$ cat src/logic/cbb_pkg.sv
// Constants shared by the processor-bus bridge.
package cbb_pkg;
	localparam int unsigned CLK_MHZ = 20;
	localparam int unsigned WQ_DEPTH = 8;
	localparam int unsigned PFQ_QWORDS = 8;
	localparam int unsigned BLOCK_QWORDS = 4;
	localparam logic [3:0] WR_END_CLKS = 4'h3;
	localparam logic [3:0] HIT_ACK_CLKS = 4'h2;
	localparam logic [3:0] MISS_ACK_CLKS = 4'h2;
	localparam logic [3:0] PRE_START_CLKS = 4'h2;
	localparam logic [3:0] PRE_FAST_CLKS = 4'h2;
	localparam logic [3:0] PRE_SLOW_CLKS = 4'h3;
	localparam logic [3:0] MEM_DELAY_CLKS = 4'h4;
	localparam int unsigned CFG_PRE_BIT = 12;
	localparam int unsigned CFG_FAST_BIT = 22;
	localparam int unsigned CFG_VLFAST_BIT = 25;
	localparam int unsigned STAT_BLOCK_BIT = 32;
	localparam int unsigned STAT_MEM_BIT = 33;
	localparam int unsigned STAT_WRITE_BIT = 34;
	localparam logic [31:0] CFG_RESET = 32'h0000_0000;
	typedef enum logic [3:0] {
		CBB_IDLE = 4'b0000,
		CBB_DECODE = 4'b0001,
		CBB_WR_DATA = 4'b0010,
		CBB_WR_DRAIN = 4'b0011,
		CBB_RD_HIT = 4'b0100,
		CBB_RD_OUT = 4'b0101,
		CBB_PRECHG = 4'b0110,
		CBB_FETCH = 4'b0111,
		CBB_VL_WR = 4'b1000,
		CBB_VL_RD = 4'b1001,
		CBB_VL_DONE = 4'b1010
	} cbb_state_t;
endpackage

$ cat src/logic/cbb_bridge.sv
// Processor-bus slave bridging to DRAM and to the VL-bus.
// How it works
// - Transceiver emulation strap high; address and data latched inside.
// - A newer latched address replaces an older one before cycle start.
// - Writes enter an eight-qword queue; empty queue holds two bursts.
// - Memory write ends three clocks after address latch; drained later.
// - Wait states on writes only when the queue is full.
// - Latch enable one clock, strobe next clock, decode the clock after.
// - Write data latched with latch enable; ack given, hold negated.
// - Burst write adds three qwords, ack held three more clocks.
// - Queue hit: ack two clocks after strobe, data two clocks later.
// - Block read extends ack and output enable three clocks.
// - Two-block prefetch queue; second-block hit or miss costs latency.
// - Page miss: ack with hold two clocks after latch; precharge later.
// - Precharge two clocks when bit 12 set else three; row address out.
// - Miss fetches two blocks, requested first, leaving queue half read.
// - First-block hit ends without prefetch; second-block hit refills queue.
// - First fetched block has three hold wait clocks between qwords.
// - Fast DRAM access when bits 12 and 22 both set.
// - Non-memory write acked without hold, VL address driven, data buffered.
// - Crossed write starts all enables; 16-bit slave swaps halves.
// - No bursts on crossings; block permit negated, last signal held.
// - Crossed read takes two dwords, each answered with ready return.
// - After last dword: hold off, then ack off and quadword driven together next.
// - Crossed read waits with ack and hold; all enables asserted.
`timescale 1ns/10ps
module cbb_bridge #(
	parameter int unsigned ROW_W = 11
) (
	input wire logic clk,
	input wire logic rst_n,
	input wire logic transceiver_emulation_strap,
	input wire logic [31:0] config_register_zero,
	input wire logic [63:0] cpu_addr_data_bus,
	input wire logic xcvr_latch_enable_n,
	input wire logic group_address_strobe,
	output logic group_transfer_ack,
	output logic group_transfer_hold,
	output logic group_block_permit,
	output logic xcvr_output_enable_n,
	output logic [63:0] cpu_data_out,
	output logic [ROW_W-1:0] dram_address_lines,
	output logic dram_row_strobe_n,
	output logic dram_wr_valid,
	output logic [63:0] dram_wr_data,
	input wire logic [63:0] dram_data_lines,
	output logic [31:2] vl_addr,
	output logic [3:0] vl_byte_en_n,
	output logic vl_addr_strobe_n,
	output logic vl_blast_n,
	output logic vl_write,
	output logic [31:0] vl_wdata,
	output logic vl_rdy_return_n,
	input wire logic vl_dev_sel_n,
	input wire logic vl_ready_n,
	input wire logic vl_bs16_n,
	input wire logic [31:0] vl_rdata,
	input wire logic mem_decode_hit,
	output logic vl_fast_select
);
	cbb_pkg::cbb_state_t state_r;
	logic [63:0] addr_r;
	logic [3:0] cnt_r;
	logic [1:0] beat_r;
	logic [63:0] wq_mem [cbb_pkg::WQ_DEPTH];
	logic [2:0] wq_wp_r, wq_rp_r;
	logic [3:0] wq_cnt_r;
	logic [63:0] pfq_mem [cbb_pkg::PFQ_QWORDS];
	logic [28:0] pfq_base_r;
	logic pfq_valid_r;
	logic [2:0] fill_r;
	logic [63:0] vl_buf_r;
	logic [1:0] vl_step_r;
	logic wq_full, wq_push, wq_pop, pf_hit1, pf_hit2, is_block, fast_dram;

	assign is_block = addr_r[cbb_pkg::STAT_BLOCK_BIT];
	assign fast_dram = config_register_zero[cbb_pkg::CFG_PRE_BIT] & config_register_zero[cbb_pkg::CFG_FAST_BIT];
	assign wq_full = wq_cnt_r == 4'(cbb_pkg::WQ_DEPTH);
	assign pf_hit1 = pfq_valid_r && addr_r[31:5] == pfq_base_r[28:2];
	assign pf_hit2 = pfq_valid_r && addr_r[31:5] == pfq_base_r[28:2] + 27'h1;
	assign wq_push = state_r == cbb_pkg::CBB_WR_DATA && !xcvr_latch_enable_n && !wq_full;
	assign wq_pop = wq_cnt_r != 4'h0 && (state_r != cbb_pkg::CBB_WR_DATA || wq_full);

	// Newest latched address wins until the strobe starts the cycle.
	always_ff @(posedge clk) begin
		if (!rst_n) begin
			addr_r <= 64'h0000_0000_0000_0000;
		end else if (state_r == cbb_pkg::CBB_IDLE && !xcvr_latch_enable_n &&
				transceiver_emulation_strap) begin
			addr_r <= cpu_addr_data_bus;
		end
	end

	// Write queue drains to DRAM whenever no write is loading, or when full.
	always_ff @(posedge clk) begin
		if (!rst_n) begin
			wq_wp_r <= 3'h0;
			wq_rp_r <= 3'h0;
			wq_cnt_r <= 4'h0;
			dram_wr_valid <= 1'b0;
			dram_wr_data <= 64'h0000_0000_0000_0000;
		end else begin
			dram_wr_valid <= wq_pop;
			if (wq_pop) begin
				dram_wr_data <= wq_mem[wq_rp_r];
				wq_rp_r <= wq_rp_r + 3'h1;
			end
			if (wq_push) begin
				wq_mem[wq_wp_r] <= cpu_addr_data_bus;
				wq_wp_r <= wq_wp_r + 3'h1;
			end
			wq_cnt_r <= wq_cnt_r + 4'(wq_push) - 4'(wq_pop);
		end
	end

	always_ff @(posedge clk) begin
		if (!rst_n) begin
			state_r <= cbb_pkg::CBB_IDLE;
			cnt_r <= 4'h0;
			beat_r <= 2'h0;
			fill_r <= 3'h0;
			vl_step_r <= 2'h0;
			pfq_valid_r <= 1'b0;
			pfq_base_r <= 29'h0000_0000;
			vl_buf_r <= 64'h0000_0000_0000_0000;
			group_transfer_ack <= 1'b0;
			group_transfer_hold <= 1'b0;
			group_block_permit <= 1'b0;
			xcvr_output_enable_n <= 1'b1;
			cpu_data_out <= 64'h0000_0000_0000_0000;
			dram_address_lines <= '0;
			dram_row_strobe_n <= 1'b1;
			vl_addr <= 30'h0000_0000;
			vl_byte_en_n <= 4'hf;
			vl_addr_strobe_n <= 1'b1;
			vl_blast_n <= 1'b1;
			vl_write <= 1'b0;
			vl_wdata <= 32'h0000_0000;
			vl_rdy_return_n <= 1'b1;
		end else begin
			vl_addr_strobe_n <= 1'b1;
			vl_rdy_return_n <= 1'b1;
			unique case (state_r)
				cbb_pkg::CBB_IDLE: begin
					group_transfer_ack <= 1'b0;
					group_transfer_hold <= 1'b0;
					xcvr_output_enable_n <= 1'b1;
					vl_blast_n <= 1'b1;
					if (group_address_strobe) begin
						state_r <= cbb_pkg::CBB_DECODE;
					end
				end
				cbb_pkg::CBB_DECODE: begin
					beat_r <= 2'h0;
					cnt_r <= 4'h0;
					group_transfer_ack <= 1'b1;
					group_block_permit <= mem_decode_hit;
					if (!mem_decode_hit) begin
						vl_addr <= addr_r[31:2];
						vl_write <= addr_r[cbb_pkg::STAT_WRITE_BIT];
						vl_byte_en_n <= 4'h0;
						vl_blast_n <= 1'b0;
						vl_addr_strobe_n <= 1'b0;
						vl_step_r <= 2'h0;
						group_transfer_hold <= !addr_r[cbb_pkg::STAT_WRITE_BIT];
						state_r <= addr_r[cbb_pkg::STAT_WRITE_BIT] ? cbb_pkg::CBB_VL_WR :
							cbb_pkg::CBB_VL_RD;
					end else if (addr_r[cbb_pkg::STAT_WRITE_BIT]) begin
						group_transfer_hold <= wq_full;
						state_r <= wq_full ? cbb_pkg::CBB_WR_DRAIN : cbb_pkg::CBB_WR_DATA;
					end else if (pf_hit1 || pf_hit2) begin
						group_transfer_hold <= 1'b0;
						group_transfer_ack <= 1'b0;
						state_r <= cbb_pkg::CBB_RD_HIT;
					end else begin
						group_transfer_hold <= 1'b1;
						dram_address_lines <= addr_r[ROW_W+13:14];
						state_r <= cbb_pkg::CBB_PRECHG;
					end
				end
				cbb_pkg::CBB_WR_DRAIN: begin
					if (!wq_full) begin
						group_transfer_hold <= 1'b0;
						state_r <= cbb_pkg::CBB_WR_DATA;
					end
				end
				cbb_pkg::CBB_WR_DATA: begin
					if (!xcvr_latch_enable_n) begin
						beat_r <= beat_r + 2'h1;
						if (!is_block || beat_r == 2'h3) begin
							group_transfer_ack <= 1'b0;
							state_r <= cbb_pkg::CBB_IDLE;
						end
					end
				end
				// Data follows the acknowledge by two clocks, so stay here two clocks.
				cbb_pkg::CBB_RD_HIT: begin
					group_transfer_ack <= 1'b1;
					cnt_r <= cnt_r + 4'h1;
					if (cnt_r == 4'h1) begin
						state_r <= cbb_pkg::CBB_RD_OUT;
					end
				end
				cbb_pkg::CBB_RD_OUT: begin
					xcvr_output_enable_n <= 1'b0;
					cpu_data_out <= pfq_mem[{addr_r[5], addr_r[4:3] + beat_r}];
					beat_r <= beat_r + 2'h1;
					if (!is_block || beat_r == 2'h3) begin
						group_transfer_ack <= 1'b0;
						if (pf_hit2) begin
							pfq_base_r <= pfq_base_r + 29'h8;
							fill_r <= 3'h0;
							cnt_r <= 4'h0;
							dram_address_lines <= addr_r[ROW_W+13:14];
							state_r <= cbb_pkg::CBB_PRECHG;
						end else begin
							state_r <= cbb_pkg::CBB_IDLE;
						end
					end
				end
				cbb_pkg::CBB_PRECHG: begin
					cnt_r <= cnt_r + 4'h1;
					if (cnt_r == cbb_pkg::PRE_START_CLKS - 4'h1) begin
						dram_row_strobe_n <= 1'b1;
					end
					if (cnt_r == cbb_pkg::PRE_START_CLKS - 4'h1 + (config_register_zero[cbb_pkg::CFG_PRE_BIT] ?
							cbb_pkg::PRE_FAST_CLKS : cbb_pkg::PRE_SLOW_CLKS)) begin
						dram_row_strobe_n <= 1'b0;
						cnt_r <= fast_dram ? 4'h1 : 4'h0;
						fill_r <= 3'h0;
						if (group_transfer_ack) begin
							pfq_base_r <= {addr_r[31:5], 2'h0};
						end
						state_r <= cbb_pkg::CBB_FETCH;
					end
				end
				cbb_pkg::CBB_FETCH: begin
					cnt_r <= cnt_r + 4'h1;
					if (cnt_r >= cbb_pkg::MEM_DELAY_CLKS - 4'h1) begin
						cnt_r <= 4'h0;
						pfq_mem[fill_r] <= dram_data_lines;
						fill_r <= fill_r + 3'h1;
						if (group_transfer_ack && fill_r[2] == 1'b0) begin
							cpu_data_out <= dram_data_lines;
							xcvr_output_enable_n <= 1'b0;
							group_transfer_hold <= 1'b0;
							if (!is_block || fill_r == 3'h3) begin
								group_transfer_ack <= 1'b0;
							end
						end else begin
							group_transfer_hold <= 1'b1;
						end
						if (fill_r == 3'h7) begin
							pfq_valid_r <= 1'b1;
							state_r <= cbb_pkg::CBB_IDLE;
						end
					end else if (group_transfer_ack) begin
						group_transfer_hold <= 1'b1;
					end
				end
				cbb_pkg::CBB_VL_WR: begin
					if (group_transfer_ack && !group_transfer_hold) begin
						vl_buf_r <= cpu_addr_data_bus;
						vl_wdata <= cpu_addr_data_bus[31:0];
						group_transfer_ack <= 1'b0;
					end else if (!vl_ready_n) begin
						vl_step_r <= vl_step_r + 2'h1;
						vl_addr_strobe_n <= 1'b0;
						if (!vl_bs16_n && !vl_step_r[0]) begin
							vl_byte_en_n <= 4'h3;
						end else if (!vl_step_r[1]) begin
							vl_addr <= vl_addr + 30'h1;
							vl_byte_en_n <= 4'h0;
							vl_wdata <= vl_buf_r[63:32];
							vl_step_r <= 2'h2;
						end else begin
							vl_addr_strobe_n <= 1'b1;
							state_r <= cbb_pkg::CBB_IDLE;
						end
					end
				end
				cbb_pkg::CBB_VL_RD: begin
					if (!vl_ready_n) begin
						vl_rdy_return_n <= 1'b0;
						vl_step_r <= vl_step_r + 2'h1;
						if (vl_step_r == 2'h0) begin
							vl_buf_r[31:0] <= vl_rdata;
							vl_addr <= vl_addr + 30'h1;
							vl_addr_strobe_n <= 1'b0;
						end else begin
							vl_buf_r[63:32] <= vl_rdata;
							group_transfer_hold <= 1'b0;
							state_r <= cbb_pkg::CBB_VL_DONE;
						end
					end
				end
				cbb_pkg::CBB_VL_DONE: begin
					group_transfer_ack <= 1'b0;
					xcvr_output_enable_n <= 1'b0;
					cpu_data_out <= vl_buf_r;
					state_r <= cbb_pkg::CBB_IDLE;
				end
				default: begin
					state_r <= cbb_pkg::CBB_IDLE;
				end
			endcase
		end
	end

	always_ff @(posedge clk) begin
		if (!rst_n) begin
			vl_fast_select <= 1'b0;
		end else begin
			vl_fast_select <= config_register_zero[cbb_pkg::CFG_VLFAST_BIT] && cbb_pkg::CLK_MHZ <= 33;
		end
	end

	write_ack_a: assert property (@(posedge clk) disable iff (!rst_n)
		state_r == cbb_pkg::CBB_DECODE && mem_decode_hit && addr_r[cbb_pkg::STAT_WRITE_BIT] && !wq_full
		|=> group_transfer_ack && !group_transfer_hold)
		else $error("memory write not acked without hold");
	full_hold_a: assert property (@(posedge clk) disable iff (!rst_n)
		state_r == cbb_pkg::CBB_DECODE && mem_decode_hit && addr_r[cbb_pkg::STAT_WRITE_BIT] && wq_full
		|=> group_transfer_hold)
		else $error("full queue did not hold write");
	hit_ack_a: assert property (@(posedge clk) disable iff (!rst_n)
		state_r == cbb_pkg::CBB_RD_HIT && cnt_r == 4'h0
		|=> group_transfer_ack ##2 !xcvr_output_enable_n)
		else $error("queue hit ack timing wrong");
	cross_permit_a: assert property (@(posedge clk) disable iff (!rst_n)
		state_r == cbb_pkg::CBB_DECODE && !mem_decode_hit
		|=> !group_block_permit && !vl_blast_n)
		else $error("crossing allowed a burst");
	cross_enable_a: assert property (@(posedge clk) disable iff (!rst_n)
		state_r == cbb_pkg::CBB_DECODE && !mem_decode_hit
		|=> vl_byte_en_n == 4'h0 && !vl_addr_strobe_n)
		else $error("crossing did not start with all enables");
	vl_done_a: assert property (@(posedge clk) disable iff (!rst_n)
		state_r == cbb_pkg::CBB_VL_RD && !vl_ready_n && vl_step_r == 2'h1
		|=> !group_transfer_hold ##1 !group_transfer_ack)
		else $error("crossed read end sequence wrong");
	queue_bound_a: assert property (@(posedge clk) disable iff (!rst_n)
		wq_cnt_r <= 4'(cbb_pkg::WQ_DEPTH))
		else $error("write queue overflow");
	fast_sel_a: assert property (@(posedge clk) disable iff (!rst_n)
		$rose(config_register_zero[cbb_pkg::CFG_VLFAST_BIT]) |=> vl_fast_select)
		else $error("fast select not raised");
endmodule

$ cat config.mk
export PLATFORM = sky130hd
export DESIGN_NAME = cbb_bridge
export DESIGN_NICKNAME = d
export VERILOG_FILES = /design/src/logic/cbb_pkg.sv /design/src/logic/cbb_bridge.sv
export SDC_FILE = /design/constraint.sdc
export NUM_CORES = 2
export LEC_CHECK = 0
export ABC_CLOCK_PERIOD_IN_PS = 19900
export BUFFER_PORTS_ARGS = -buffer_cell sky130_fd_sc_hd__buf_2
export CORE_MARGIN = 5
export CORE_UTILIZATION = 30
export DETAILED_ROUTE_END_ITERATION = 10
export PLACE_DENSITY = 0.51
export SETUP_SLACK_MARGIN = 0.3
export SYNTH_ARGS = -nofsm -noshare
export SYNTH_HDL_FRONTEND = slang
export SYNTH_SLANG_ARGS = --single-unit
$ cat constraint.sdc
create_clock -name clk -period 19.9 [get_ports clk]
set_input_delay 0.995 -clock clk [delete_from_list [all_inputs] [get_ports clk]]
set_output_delay 0.995 -clock clk [all_outputs]
set_load 0.005 [all_outputs]
[Yosys cells after proc, flatten, opt, wreduce, memory -nomap -nowiden]
Memory sizes are Yosys's and may differ from the RTL's. A register that Yosys moved wholly into a read port is not among the register bits.
Index checks and enable logic that the tools add are counted.
Cells by class
  reduce and logical (&&, ||, !) cells: 62
  magnitude comparators: 1
  mux-type cells: 122
  equality and inequality tests: 50
  add/subtract/negate cells: 13
  bitwise logic cells: 3
Operators by type and width (number)
  $mux W64: 4
  $mux W30: 7
  $mux W32: 6
  $pmux W64 S3: 1
  $pmux W64 S2: 1
  $mux W29: 4
  $mux W4: 25
  $pmux W30 S3: 1
  $pmux W29 S2: 1
  $mux W11: 5
  $eq A27 B27 Y1: 2
  $ne A2 B2 Y1 const B: 26
  $mux W1: 41
  $pmux W4 S10: 1
  $add A30 B1 Y30 const B: 1
  $add A29 B4 Y29 const B: 1
  $add A27 B1 Y27 const B: 1
  $reduce_and A5 Y1: 5
  $pmux W11 S2: 1
  $pmux W4 S5: 1
  $mux W3: 6
  $eq A4 B3 Y1 const B: 4
  $eq A4 B4 Y1 const B: 4
  $mux W2: 8
  43 further kinds: 94
Storage, ports and cells
  bits of input ports: 201
  RAM bits: 1024
  flip-flop bits (word level): 306
  memories kept: 2
  output and inout bits: 216
Memories
  pfq_mem: depth 8, bits a word 64, rd ports 1, clocked after Yosys merged registers in 0, wr ports 1, line cbb_bridge.sv:68  | logic [63:0] pfq_mem [cbb_pkg::PFQ_QWORDS];
  wq_mem: depth 8, bits a word 64, rd ports 1, clocked after Yosys merged registers in 1, wr ports 1, line cbb_bridge.sv:65  | logic [63:0] wq_mem [cbb_pkg::WQ_DEPTH];

[Longest topological paths before layout]
  word-level depth: 8
  mapped depth: 14
  gate-level depth less buffers: 12

[Worst setup path before layout]
No wires, ideal clock.
  path type: input port to flip-flop
  start point: in xcvr_latch_enable_n
  end point: mem wq_mem[0][0] (enable)
  cell stages on the path: 4
  library setup time: 565 ps
  slack: 13021 ps
  data required time: 19335 ps
  arrival: 6314 ps
  cell sequence: nor3b_1 > inv_1 > or3_1 > nor3_1
On the way
  cells in the longest elaborated chain, start to end: 6
RTL lines
  start: declaration: line cbb_bridge.sv:35  | input wire logic xcvr_latch_enable_n,
  $logic_not A1 Y1
  $logic_and A1 B1 Y1 (2 in series): line cbb_bridge.sv:81  | assign wq_push = state_r == cbb_pkg::CBB_WR_DATA && !xcvr_latch_enable_n && !wq_full;
  $mux W1: line cbb_bridge.sv:108  | if (wq_push) begin
  $mux W1: line cbb_bridge.sv:96  | if (!rst_n) begin
  $mux W1 (not written as such): line cbb_bridge.sv:109  | wq_mem[wq_wp_r] <= cpu_addr_data_bus;
  end: declaration: line cbb_bridge.sv:65
Every way passes these cells.

[Final worst setup path]
  start point: reg state_r[1]
  end point: mem wq_mem[2][12] (enable)
On the way
  cells in the longest elaborated chain, start to end: 6
RTL lines
  start: declaration: line cbb_bridge.sv:61  | cbb_pkg::cbb_state_t state_r;
  start signal: assignment: line cbb_bridge.sv:118  | state_r <= cbb_pkg::CBB_IDLE;
  start signal: assignment: line cbb_bridge.sv:150  | state_r <= cbb_pkg::CBB_DECODE;
  start signal: assignment: line cbb_bridge.sv:166  | state_r <= addr_r[cbb_pkg::STAT_WRITE_BIT] ? cbb_pkg::CBB_VL_WR :
  $eq A4 B2 Y1: line cbb_bridge.sv:81
  $logic_and A1 B1 Y1 (2 in series): line cbb_bridge.sv:81
  $mux W1: line cbb_bridge.sv:108
  $mux W1: line cbb_bridge.sv:96
  $mux W1 (not written as such): line cbb_bridge.sv:109
Every way passes these cells.

==> results.md <==
* Die width at 441 um
* Crit path required time at 20290 ps
* Clock power share at 35.4%
* Reg-to-Reg End: wq_mem[2][12]$_DFFE_PP_
* Area leader, netlist: edfxtp_1
* Mapped Area at 55800 um2
* Die Ht at 441 um
* Hold Path Class: input port to flip-flop
* Root Driver: clkbuf_16
* Critical Path Most Common Cell: buf_4
* Total vias in the final route at 34.4k
* Die area at 195000 um2
* Global Route Usage Sum at 18.1%
* Site Rows at 158
* TritonCTS clock tree: done
* WHS at 404 ps
* R2R setup slack at 15260 ps
* DR DRC count at 0
* EDFF count, synth at 1024
* DR WL/cell at 27.0 um
* Crit-path cells: nor2b_1 > nand2_1 > nor3b_1 > buf_4 > inv_1 > or3_1 > nor2_4 > buf_4
* Antenna violations before repair at 40
* Vias per cell at 5.14
* Setup Fix Bufs, Post-CTS at 0
* Hold path start: config_register_zero[25]
* R2R depth at 8
* Share of cells above drive strength 1 at 23.4%
* CP delay by family, top: simple AND/OR/NAND/NOR gates
* Num Clock Sinks at 1387
* Most common cell after layout, fill and taps aside: edfxtp_1
* GP Congestion at 0.882
* Power Density at 123 nW/um2
* Tmin final at 4640 ps
* Core ar. at 185000 um2
* Worst setup EP type: flip-flop
* Setup ws final at 15260 ps
* Switching power total at 2.41 mW
* DR iter-0 viols at 2910
* Power Internal at 5.66 mW
* Async S/R FF share, synth at 0%
* Sequential share of power at 43.7%
* Count of final max-slew check failures at 0
* Area growth, synth to finish at 17.6%
* Maxcap violations at 0
* Largest net degree at the start of global routing at 129
* Routed wire length at 181000 um
* # hold bufs at CTS at 0
* Buf+Inv Stages, Crit Path at 3
* Post-DP Area at 60500 um2
* Synth Register Bits at 1387
* RSZ-0062 raised after global routing: false
* Dpl ws at 14900 ps
* Final Cell Area at 65700 um2
* Fmax at 215 MHz
* Synth unique cells at 78
* CP Data Arrival Time at 5040 ps
* Initial Util at 30.1%
* Skew final at 45.5 ps
* R2R Path Start: state_r[1]$_SDFFE_PN0P_
* Mapped Nets at 3942
* Clock Latency Late Sink at 800 ps
* Gate power share at 20.9%
* Min-Delay Endpoint: vl_fast_select$_SDFF_PN0_
* Endpoints failing hold at 0
* Slew @ Worst Pin at 1200 ps
* Share of the synthesized area in the top cell type at 55.1%
* First-pass DRT Iterations at 5
* Slew HR at 19.1%
* Post-synthesis area per instance at 15.0 um2
* Worst-case vdd ir drop at 0.0776 mV
* Worst Setup Start Kind: flip-flop
* Fin crit share at 23.3%
* Instance count of the mapped netlist at 3719
* Post-cts sizing count at 0
* Post-DP HPWL at 117000 um
* Worst Hold Path Cells at 2
* CP max stage delay at 820 ps
* Crit-path slowest cell: dfxtp_1
* Seq/Total Area, Yosys at 68.1%
* Total grt overflow at 0
* Critical Path Fanout Max at 47
* Commonest cells after routing, fill and taps aside: edfxtp_1, buf_2, dfxtp_1
* Top Ports at 417
* Ys Warns at 0
* Top cells by area, synth: edfxtp_1, dfxtp_1, mux4_2, mux2i_1, nor2_1
* PortBufs at 386
* Number of global-route vias before repair at 33.6k
* Status: completed
* Fin Setup TNS at 0 ps
* Setup violations, final at 0
* WS Path Type: flip-flop to flip-flop
* Leakage at 21.7 nW
* Total power at 8.07 mW
* Clock-pin slew on the worst setup and hold paths at 60 ps
* Sw Share at 29.9%
* First-pass GRT wire length at 254000 um
* Final net count at 4277
* Num CTS Buffers at 155
* Synth Flop Type: edfxtp_1
* Clock buffer depth at 3
* Post-route ant nets at 0
* H-tree depth at 4
[per-layer routing]
layer,vias up,GRT usage (%),wire (um)
li1,15400,-,-
met1,17700,23.8,76200
met2,1001,29.3,85900
met3,313,3.22,9630
met4,24,8.18,8660
met5,-,0,172
[stage by stage]
stage | instances | utilization, %
after detailed placement | 6377 | 32.7
after CTS | 6666 | 35.4
after floorplan | 3719 | -
after global routing | 6669 | 35.4
after global placement | 6377 | 32.7
final | 6691 | 35.4
[cells in the mapped netlist, types with 10 or more instances]
cell      count
edfxtp_1   1024
dfxtp_1     363
nor2_1      354
mux4_2      256
a21oi_1     233
clkbuf_1    211
nand2_1     187
mux2i_1     177
a211oi_1    175
o21ai_0     124
a221oi_1     66
nand3_1      44
and3_1       42
buf_1        40
nor3_1       35
xor2_1       30
inv_1        27
nand4_1      26
ha_1         21
o31ai_1      20
nor4_1       17
a22oi_1      15
a31oi_1      15
nand2b_1     15
xnor2_1      14
and2_1       13
buf_2        13
and4_1       10
[flip-flops by register name, indices dropped and copies added (netlist names), 3 cells and up]
signal / cells
pfq_mem: 512
wq_mem: 512
cpu_data_out: 64
dram_wr_data: 64
vl_buf_r: 64
addr_r: 32
vl_wdata: 32
vl_addr: 30
pfq_base_r: 27
dram_address_lines: 11
cnt_r: 4
state_r: 4
wq_cnt_r: 4
fill_r: 3
wq_rp_r: 3
wq_wp_r: 3
[layout make-up]
class	instances	area, um2
timing repair buffer	449	2420
clock inverter	72	737
clock buffer	217	4320
tap	2480	3100
inverter	28	113
sequential	1387	38000
multi-input combinational	2033	16900
antenna	25	62.6
fill	17800	120000
[logic make-up after synthesis]
kind of cell / Yosys count / synth area share, %
fa+ha+maj: 22 / 0.506
flops: 1387 / 68.1
compound gates: 734 / 8.57
xor+xnor: 44 / 0.690
mux: 433 / 13.5
buf+inv: 299 / 2.09
simple gates: 800 / 6.56
[worst max path at each step]
| stage | from | to | slack, ps | cells after the start |
|---|---|---|---|---|
| floorplan | xcvr_latch_enable_n | wq_mem[0][0]$_DFFE_PP_ | 13020 | 4 |
| global placement | rst_n | pfq_mem[5][59]$_DFFE_PP_ | 14970 | 5 |
| detailed placement | rst_n | wq_mem[5][31]$_DFFE_PP_ | 14900 | 5 |
| CTS | state_r[1]$_SDFFE_PN0P_ | wq_mem[2][33]$_DFFE_PP_ | 15150 | 8 |
| global route | state_r[1]$_SDFFE_PN0P_ | wq_mem[2][55]$_DFFE_PP_ | 15120 | 8 |
| finish | state_r[1]$_SDFFE_PN0P_ | wq_mem[2][12]$_DFFE_PP_ | 15260 | 8 |
[power groups by stage]
stage / Sequential, mW / Combinational [mW] / Clock [mW]
floorplan: 3.44 / 1.17 / 0
global placement: 3.59 / 1.71 / 0
detailed placement: 3.59 / 1.72 / 0
CTS: 3.53 / 1.73 / 2.93
global route: 3.55 / 1.86 / 3.05
finish: 3.53 / 1.69 / 2.86
(Power assumes the default switching activity.)
